--- config.mk ---
export PLATFORM = sky130hd
export DESIGN_NAME = msim_monitor
export DESIGN_NICKNAME = d
export VERILOG_FILES = /design/src/rtl/msim_pkg.sv /design/src/rtl/msim_monitor.sv
export SDC_FILE = /design/constraint.sdc
export NUM_CORES = 1
export LEC_CHECK = 0
export BUFFER_PORTS_ARGS = -buffer_cell sky130_fd_sc_hd__buf_2
export CAP_MARGIN = 0
export CORE_ASPECT_RATIO = 1.1
export CORE_MARGIN = 3
export CORE_UTILIZATION = 25
export CTS_CLUSTER_DIAMETER = 50
export DETAILED_ROUTE_END_ITERATION = 8
export SYNTH_ARGS = -nofsm -noshare
export SYNTH_HDL_FRONTEND = slang
export SYNTH_SLANG_ARGS = --single-unit
--- constraint.sdc ---
create_clock -name clk -period 1.94 [get_ports clk]
set_input_delay 0.291 -clock clk [delete_from_list [all_inputs] [get_ports clk]]
set_output_delay 0.291 -clock clk [all_outputs]
set_load 0.005 [all_outputs]
--- src/rtl/msim_pkg.sv ---
/*
  Package for the mute and stop input monitor: timing constants and states.
  Assumes a 100 MHz clock.
*/
package msim_pkg;
  localparam int unsigned CLK_MHZ = 100;
  // Simultaneity windows in milliseconds
  localparam int unsigned MUTE_SIMUL_MS = 3000;
  localparam int unsigned STOP_SIMUL_MS = 3000;
  // Reset press window in milliseconds
  localparam int unsigned RESET_MIN_MS = 250;
  localparam int unsigned RESET_MAX_MS = 2000;
  // Lamp flash half period in milliseconds
  localparam int unsigned FLASH_HALF_MS = 250;
  localparam int unsigned MUTE_SIMUL_CYC = MUTE_SIMUL_MS * CLK_MHZ * 1000;
  localparam int unsigned STOP_SIMUL_CYC = STOP_SIMUL_MS * CLK_MHZ * 1000;
  localparam int unsigned RESET_MIN_CYC = RESET_MIN_MS * CLK_MHZ * 1000;
  localparam int unsigned RESET_MAX_CYC = RESET_MAX_MS * CLK_MHZ * 1000;
  localparam int unsigned FLASH_HALF_CYC = FLASH_HALF_MS * CLK_MHZ * 1000;
  localparam int CNT_W = 32;
  // Stop channel pair monitor states
  typedef enum logic [1:0] {
    MSIM_CH_OFF = 2'b00,
    MSIM_CH_ON = 2'b01,
    MSIM_CH_WAIT = 2'b10,
    MSIM_CH_LOCK = 2'b11
  } msim_ch_t;
endpackage

--- src/rtl/msim_monitor.sv ---
/*
  Mute and stop input monitor: two-channel stop inputs, muting pairs,
  lamp and auxiliary outputs.
  Assumes all inputs are synchronous and debounced; 1 = closed/active.
*/
`timescale 1ns/1ps
`default_nettype none
module msim_monitor
  import msim_pkg::*;
#(
  parameter int unsigned MUTE_SIMUL = MUTE_SIMUL_CYC,
  parameter int unsigned STOP_SIMUL = STOP_SIMUL_CYC,
  parameter int unsigned RESET_MIN = RESET_MIN_CYC,
  parameter int unsigned RESET_MAX = RESET_MAX_CYC,
  parameter int unsigned FLASH_HALF = FLASH_HALF_CYC
) (
  input wire logic clk,
  input wire logic reset_n,
  input wire logic safetyStopInputA,
  input wire logic safetyStopInputB,
  input wire logic muteableStopInputA,
  input wire logic muteableStopInputB,
  input wire logic muteSensorOne,
  input wire logic muteSensorTwo,
  input wire logic muteSensorThree,
  input wire logic muteSensorFour,
  input wire logic muteEnable,
  input wire logic overrideActive,
  input wire logic manualResetMode,
  input wire logic resetButton,
  input wire logic lampMonitorSelectA,
  input wire logic lampMonitorSelectB,
  input wire logic lampSense,
  output logic safetySwitchingOutputs,
  output logic auxOutput,
  output logic muteLampOutput,
  output logic lockout,
  output logic muted
);

  ////////////////////////////////////////////////////////////////////////
  // Reset button press window

  logic [CNT_W-1:0] rstCnt_reg;
  logic resetPrev_reg;
  logic validReset;

  // Count press length
  always_ff @(posedge clk) begin
    if (!reset_n) begin
      rstCnt_reg <= '0;
      resetPrev_reg <= 1'b0;
    end else begin
      resetPrev_reg <= resetButton;
      if (resetButton && rstCnt_reg != '1) begin
        rstCnt_reg <= rstCnt_reg + 1'b1;
      end else if (!resetButton) begin
        rstCnt_reg <= '0;
      end
    end
  end

  // Release inside the window is a valid reset
  assign validReset = resetPrev_reg && !resetButton && rstCnt_reg >= RESET_MIN
                      && rstCnt_reg <= RESET_MAX;

  ////////////////////////////////////////////////////////////////////////
  // Two-channel stop monitors: index 0 ordinary, 1 muteable

  logic [1:0] chA;
  logic [1:0] chB;
  logic [1:0] chOk;
  logic [1:0] chLock;
  logic [1:0] chNeedReset;
  assign chA = {muteableStopInputA, safetyStopInputA};
  assign chB = {muteableStopInputB, safetyStopInputB};

  genvar gi;
  generate
    for (gi = 0; gi < 2; gi++) begin : gCh
      msim_ch_t st_reg;
      logic [CNT_W-1:0] cnt_reg;
      logic pend_reg;
      // Simultaneity on opening and closing
      always_ff @(posedge clk) begin
        if (!reset_n) begin
          st_reg <= MSIM_CH_OFF;
          cnt_reg <= '0;
          pend_reg <= 1'b0;
        end else begin
          case (st_reg)
            MSIM_CH_OFF: begin
              cnt_reg <= '0;
              if (chA[gi] && chB[gi]) begin
                st_reg <= MSIM_CH_ON;
              end else if (chA[gi] != chB[gi]) begin
                st_reg <= MSIM_CH_WAIT;
              end
            end
            MSIM_CH_ON: begin
              cnt_reg <= '0;
              if (!chA[gi] && !chB[gi]) begin
                st_reg <= MSIM_CH_OFF;
              end else if (chA[gi] != chB[gi]) begin
                st_reg <= MSIM_CH_WAIT;
              end
            end
            MSIM_CH_WAIT: begin
              cnt_reg <= cnt_reg + 1'b1;
              if (chA[gi] && chB[gi]) begin
                st_reg <= MSIM_CH_ON;
              end else if (!chA[gi] && !chB[gi]) begin
                st_reg <= MSIM_CH_OFF;
              end else if (cnt_reg >= STOP_SIMUL - 1) begin
                st_reg <= MSIM_CH_LOCK;
                pend_reg <= 1'b0;
              end
            end
            MSIM_CH_LOCK: begin
              // Need both open, then both closed together
              if (!chA[gi] && !chB[gi]) begin
                pend_reg <= 1'b1;
              end else if (pend_reg && chA[gi] && chB[gi]) begin
                st_reg <= MSIM_CH_ON;
              end
            end
            default: st_reg <= MSIM_CH_LOCK;
          endcase
        end
      end
      assign chOk[gi] = (st_reg == MSIM_CH_ON);
      assign chLock[gi] = (st_reg == MSIM_CH_LOCK);
      assign chNeedReset[gi] = (st_reg == MSIM_CH_LOCK) && pend_reg && chA[gi] && chB[gi];
    end
  endgenerate

  // Latch pending manual reset after a lockout cleared
  logic latch_reg;
  always_ff @(posedge clk) begin
    if (!reset_n) begin
      latch_reg <= 1'b1;
    end else if (|chLock || |chNeedReset) begin
      latch_reg <= manualResetMode;
    end else if (!manualResetMode || validReset) begin
      latch_reg <= 1'b0;
    end
  end

  ////////////////////////////////////////////////////////////////////////
  // Muting pair simultaneity

  logic [1:0] pairA;
  logic [1:0] pairB;
  logic [1:0] pairGood;
  assign pairA = {muteSensorThree, muteSensorOne};
  assign pairB = {muteSensorFour, muteSensorTwo};

  generate
    for (gi = 0; gi < 2; gi++) begin : gPair
      logic [CNT_W-1:0] pc_reg;
      logic good_reg;
      // Time from first to second sensor of the pair
      always_ff @(posedge clk) begin
        if (!reset_n) begin
          pc_reg <= '0;
          good_reg <= 1'b0;
        end else if (!pairA[gi] && !pairB[gi]) begin
          pc_reg <= '0;
          good_reg <= 1'b0;
        end else if (pairA[gi] && pairB[gi]) begin
          if (pc_reg < MUTE_SIMUL) begin
            good_reg <= 1'b1;
          end
        end else begin
          good_reg <= 1'b0;
          if (pc_reg != '1) begin
            pc_reg <= pc_reg + 1'b1;
          end
        end
      end
      assign pairGood[gi] = good_reg && pairA[gi] && pairB[gi];
    end
  endgenerate

  ////////////////////////////////////////////////////////////////////////
  // Muting and outputs

  logic lampMonitored;
  logic lampFail;
  logic muteNow;
  logic runNow;
  logic [CNT_W-1:0] flashCnt_reg;
  logic flash_reg;
  assign lampMonitored = !lampMonitorSelectA && !lampMonitorSelectB;
  assign lampFail = lampMonitored && !lampSense;
  assign muteNow = muteEnable && |pairGood && !lampFail && !(|chLock) && !latch_reg;
  // Ordinary input always stops; muteable one bypassed when muted
  assign runNow = chOk[0] && (chOk[1] || muteNow) && !(|chLock) && !latch_reg;

  // Flash timebase
  always_ff @(posedge clk) begin
    if (!reset_n) begin
      flashCnt_reg <= '0;
      flash_reg <= 1'b0;
    end else if (flashCnt_reg >= FLASH_HALF - 1) begin
      flashCnt_reg <= '0;
      flash_reg <= !flash_reg;
    end else begin
      flashCnt_reg <= flashCnt_reg + 1'b1;
    end
  end

  // Registered outputs
  always_ff @(posedge clk) begin
    if (!reset_n) begin
      safetySwitchingOutputs <= 1'b0;
      auxOutput <= 1'b0;
      muteLampOutput <= 1'b0;
      lockout <= 1'b0;
      muted <= 1'b0;
    end else begin
      safetySwitchingOutputs <= runNow;
      auxOutput <= runNow;
      muted <= muteNow;
      lockout <= |chLock;
      if (overrideActive) begin
        muteLampOutput <= flash_reg;
      end else begin
        muteLampOutput <= muteNow;
      end
    end
  end

  ////////////////////////////////////////////////////////////////////////
  // Checks

  // Helper state for the checks: run of any channel mismatch
  logic chMismatch;
  logic anyPairGood;
  logic [CNT_W-1:0] mismatchCnt_reg;
  assign chMismatch = (chA != chB);
  assign anyPairGood = |pairGood;
  always_ff @(posedge clk) begin
    if (!reset_n || !chMismatch) begin
      mismatchCnt_reg <= '0;
    end else if (mismatchCnt_reg != '1) begin
      mismatchCnt_reg <= mismatchCnt_reg + 1'b1;
    end
  end

  AST_AUX_FOLLOWS: assert property (@(posedge clk) disable iff (!reset_n)
    auxOutput == safetySwitchingOutputs) else $error("aux differs from safety outputs");
  AST_LOCK_OFF: assert property (@(posedge clk) disable iff (!reset_n)
    lockout |-> !safetySwitchingOutputs) else $error("outputs on in lockout");
  AST_LOCK_NOMUTE: assert property (@(posedge clk) disable iff (!reset_n)
    |chLock |=> !muted) else $error("muted in lockout");
  AST_LAMP_MUTED: assert property (@(posedge clk) disable iff (!reset_n)
    !overrideActive |=> muteLampOutput == $past(muteNow)) else $error("lamp wrong");
  AST_LAMP_FLASH: assert property (@(posedge clk) disable iff (!reset_n)
    overrideActive |=> muteLampOutput == $past(flash_reg)) else $error("lamp not flashing");
  AST_LAMP_FAIL: assert property (@(posedge clk) disable iff (!reset_n)
    lampFail |=> !muted) else $error("muted with failed lamp");
  AST_STOP_ALWAYS: assert property (@(posedge clk) disable iff (!reset_n)
    !chOk[0] |=> !safetySwitchingOutputs) else $error("ordinary stop ignored");
  AST_RUN_MUTEABLE_STOP_INPUT: assert property (@(posedge clk) disable iff (!reset_n)
    !chOk[1] && !muteNow |=> !safetySwitchingOutputs) else $error("muteable stop ignored");
  AST_UNMON_LAMP: assert property (@(posedge clk) disable iff (!reset_n)
    lampMonitorSelectA && lampMonitorSelectB && muteEnable && anyPairGood && !(|chLock) && !latch_reg
    |=> muted) else $error("unmonitored lamp blocked muting");
  AST_LOCK_ENTRY: assert property (@(posedge clk) disable iff (!reset_n)
    $rose(lockout) |-> $past(chMismatch, 2)) else $error("lockout without mismatch");
  AST_LOCK_LATE: assert property (@(posedge clk) disable iff (!reset_n)
    $rose(lockout) |-> mismatchCnt_reg >= STOP_SIMUL) else $error("lockout too early");
  AST_LATCH_HOLD: assert property (@(posedge clk) disable iff (!reset_n)
    latch_reg |=> !safetySwitchingOutputs) else $error("outputs on while latched");
  AST_MUTE_PAIR: assert property (@(posedge clk) disable iff (!reset_n)
    $rose(muted) |-> $past(anyPairGood)) else $error("mute without pair");
  AST_MUTE_ENABLE: assert property (@(posedge clk) disable iff (!reset_n)
    !muteEnable |=> !muted) else $error("muted while not enabled");

  COV_MUTED: cover property (@(posedge clk) disable iff (!reset_n) $rose(muted));
  COV_LOCK: cover property (@(posedge clk) disable iff (!reset_n) $rose(lockout));
  COV_RUN: cover property (@(posedge clk) disable iff (!reset_n) $rose(safetySwitchingOutputs));
  COV_RESET: cover property (@(posedge clk) disable iff (!reset_n) validReset);
  COV_FLASH: cover property (@(posedge clk) disable iff (!reset_n) overrideActive && muteLampOutput);

endmodule // msim_monitor
`default_nettype wire

==> results_dict.tcl <==
set metrics [dict create \
    drv_cap 0 \
    status "finished clean" \
    r2r-start "rstCnt_reg[11]" \
    critPathKind "reg2reg" \
    dieArea_um2 43620 \
    core.rowCount 77 \
    cts_sinks 207 \
    synthTopCellsByArea "dfxtp_1 40%, nor2_1 5.0%, xor2_1 4.9%" \
    place.port_buffers 21 \
    crit_path_start_kind "flip-flop" \
    antenna_found_initial 0 \
    synth.cell_area_um2 10290 \
    grt_usage 0.1159 \
    vdd_drop_max_uv 633.6 \
    synth_cells 1211 \
    grt_pass1_vias 9155 \
    yosys.area.top_type "dfxtp_1" \
    final_max_slew_viol_count 0 \
    preCtsSetupSlack_ns -0.1153 \
    min_path_cells 3 \
    rrSetupSlack_ns 0.06 \
    synth_top_area_frac 0.4029 \
    ys_warn_count 0 \
    cts_tree "done" \
    die_h_um 218.7 \
    hold_buffers 0 \
    vias 9578 \
    rsz0062_at_grt "yes" \
    worst_pin_slew_ns 1.011 \
    grt_pass1_wl_um 43370 \
    total_power_mw 10.42 \
    dp.cells 1871 \
    power_per_cell_area_nw_per_um2 773.4 \
    synth.distinct_cells 82 \
    grt_max_degree 33 \
    synth-async-reset-ratio 0 \
    ant_nets 0 \
    setup_violations 0 \
    cts-buffers-inserted 30 \
    drc_errors 0 \
    ys.flop_type "dfxtp_1" \
    cp_data_required_time_ns 2.40 \
    hold_violations 0 \
    fp.dieW_um 199.4 \
    fmax_mhz 531.7 \
    synth.most_common_cell "dfxtp_1" \
    root_buffer "clkbuf_16" \
    clock_latency_ns 0.57 \
    fin_crit_sh 0.9695 \
    synth_common_cells "207 x dfxtp_1, 136 x nor2_1, 88 x nand2_1, 72 x a21oi_1, 68 x nand3_1" \
    synth-seq-cells 207 \
    viasPerCell 4.940 \
    stdcell_count 1939 \
    relSlewSlack 0.3204 \
    place.gp.congestion 0.8425 \
    dp_hpwl_um 18480 \
    hp-class "in2reg" \
    critPathMaxFanout 14 \
    finalCriticalPeriod_ns 1.881 \
    cts_buffer_depth 3 \
    fill_cells 4147 \
    leakage_nw 4.706 \
    drt_iter0_drc 416 \
    wire_per_inst_um 13.35 \
    worstPathArrival_ns 2.35 \
    area_growth_pct 30.98 \
    cts_htree_levels 1 \
    path_clk_slew_ns 0.06 \
    final_nets 1430 \
    crit_path_end_kind "flip-flop" \
    endpoint "rstCnt_reg[29]" \
    start_util 0.2548 \
    drt_wl_total_um 25880 \
    reg2reg_to "rstCnt_reg[29]" \
    io_pins 22 \
    first_pass_iters 5 \
    grt_overflow 0 \
    syn_avg_cell_area_um2 8.494 \
    setup_ws_ns 0.05910 \
    finClkSkew_ns 0.03423 \
    yosysSeqAreaShare 0.4029 \
    cp-startpoint "rstCnt_reg[11]" \
    core_um2 40370 \
    synth_edf_count 0 \
    postLayoutCoreUtil 0.3338 \
    layout-drive-gt1-share 0.2358 \
    rr_worst_depth 6 \
]
## report_power, final
group,switching [mW],internal (mW)
clock network,2.04,3.69
logic,0.228,0.139
registers,0.0286,4.29
## logic make-up (layout without fill, tap and decap cells)
logic type,Yosys count,count (layout),synth area share
AOI/OAI and AO/OA,246,246,0.1630
and+or+nand+nor,561,561,0.2961
xor gates and xnor gates,101,101,0.08600
adders and majority gates,11,11,0.01338
buffers and inverters,79,287,0.03345
muxes,5,5,0.004866
DFF,207,207,0.4029
other,1,8,0.0003646
## layer usage
metal,vias to the layer above,part of all wire,track usage
met1,4514,0.46,0.1502
met3,52,0.044,0.02313
met5,-,0,0
met2,153,0.47,0.1945
li1,4859,-,-
met4,0,0.027,0.03537
## metrics by stage
step / TNS, ns / hold WS, ns / instance area, µm²
finish: 0 / 0.06228 / 13470
global route: -0.2462 / 0.05352 / 13470
CTS: 0 / 0.02769 / 13230
detailed placement: -0.1153 / 0.4609 / 12130
global placement: -0.09282 / 0.4411 / 12130
floorplan: 0 / 0.4300 / 10330
## area by class of cell
class / count / area [µm²] / share of cell area
Inverter: 33 / 127.6 / 0.009472
Clock inverter: 15 / 221.5 / 0.01644
Clock buffer: 40 / 869.6 / 0.06454
Antenna cell: 1 / 2.502 / 0.0001857
Multi-Input combinational cell: 931 / 5984 / 0.4442
Tap cell: 513 / 641.9 / 0.04764
Sequential cell: 207 / 4165 / 0.3092
Timing Repair Buffer: 199 / 1460 / 0.1084
## critical path, stage by stage (launching register included)
cell and delay, ns:
dfxtp_2 0.35, and4_1 0.23, and4_2 0.30, o311ai_2 0.11, buf_4 0.19, or4_1 0.46, a21oi_1 0.16
## what timing repair did
item	in CTS	in global routing
setup buffers	0	10
pin swaps	0	17
gates cloned	0	2
resized for setup	3	48
setup endpoints to repair	2	68
endpoints found under the hold margin	0	0
## worst min-delay path by stage
stage	slack (ns)	from	to
detailed placement	0.46	flashCnt_reg[0]	flashCnt_reg[0]
global route	0.05	overrideActive	muteLampOutput
finish	0.06	overrideActive	muteLampOutput
global placement	0.44	flashCnt_reg[0]	flashCnt_reg[0]
floorplan	0.43	flashCnt_reg[0]	flashCnt_reg[0]
CTS	0.03	overrideActive	muteLampOutput
## cells in the final DEF, fill, tap and decap left out, types with 22 or more instances in the layout
master / Yosys / final
xnor2_1: 43 / 42
xor2_1: 58 / 58
o21ai_0: 43 / 39
dfxtp_1: 207 / 194
and3_1: 24 / 22
nor3_1: 24 / 23
nand2_1: 88 / 87
inv_1: 32 / 31
buf_2: 5 / 23
buf_4: 1 / 172
nand4_1: 57 / 57
a21oi_1: 72 / 71
clkbuf_16: 0 / 31
nor2_1: 136 / 136
or4_1: 27 / 27
or3_1: 32 / 30
nor4_1: 26 / 26
nand3_1: 68 / 67
No activity file was read; power rests on OpenSTA's default activity.
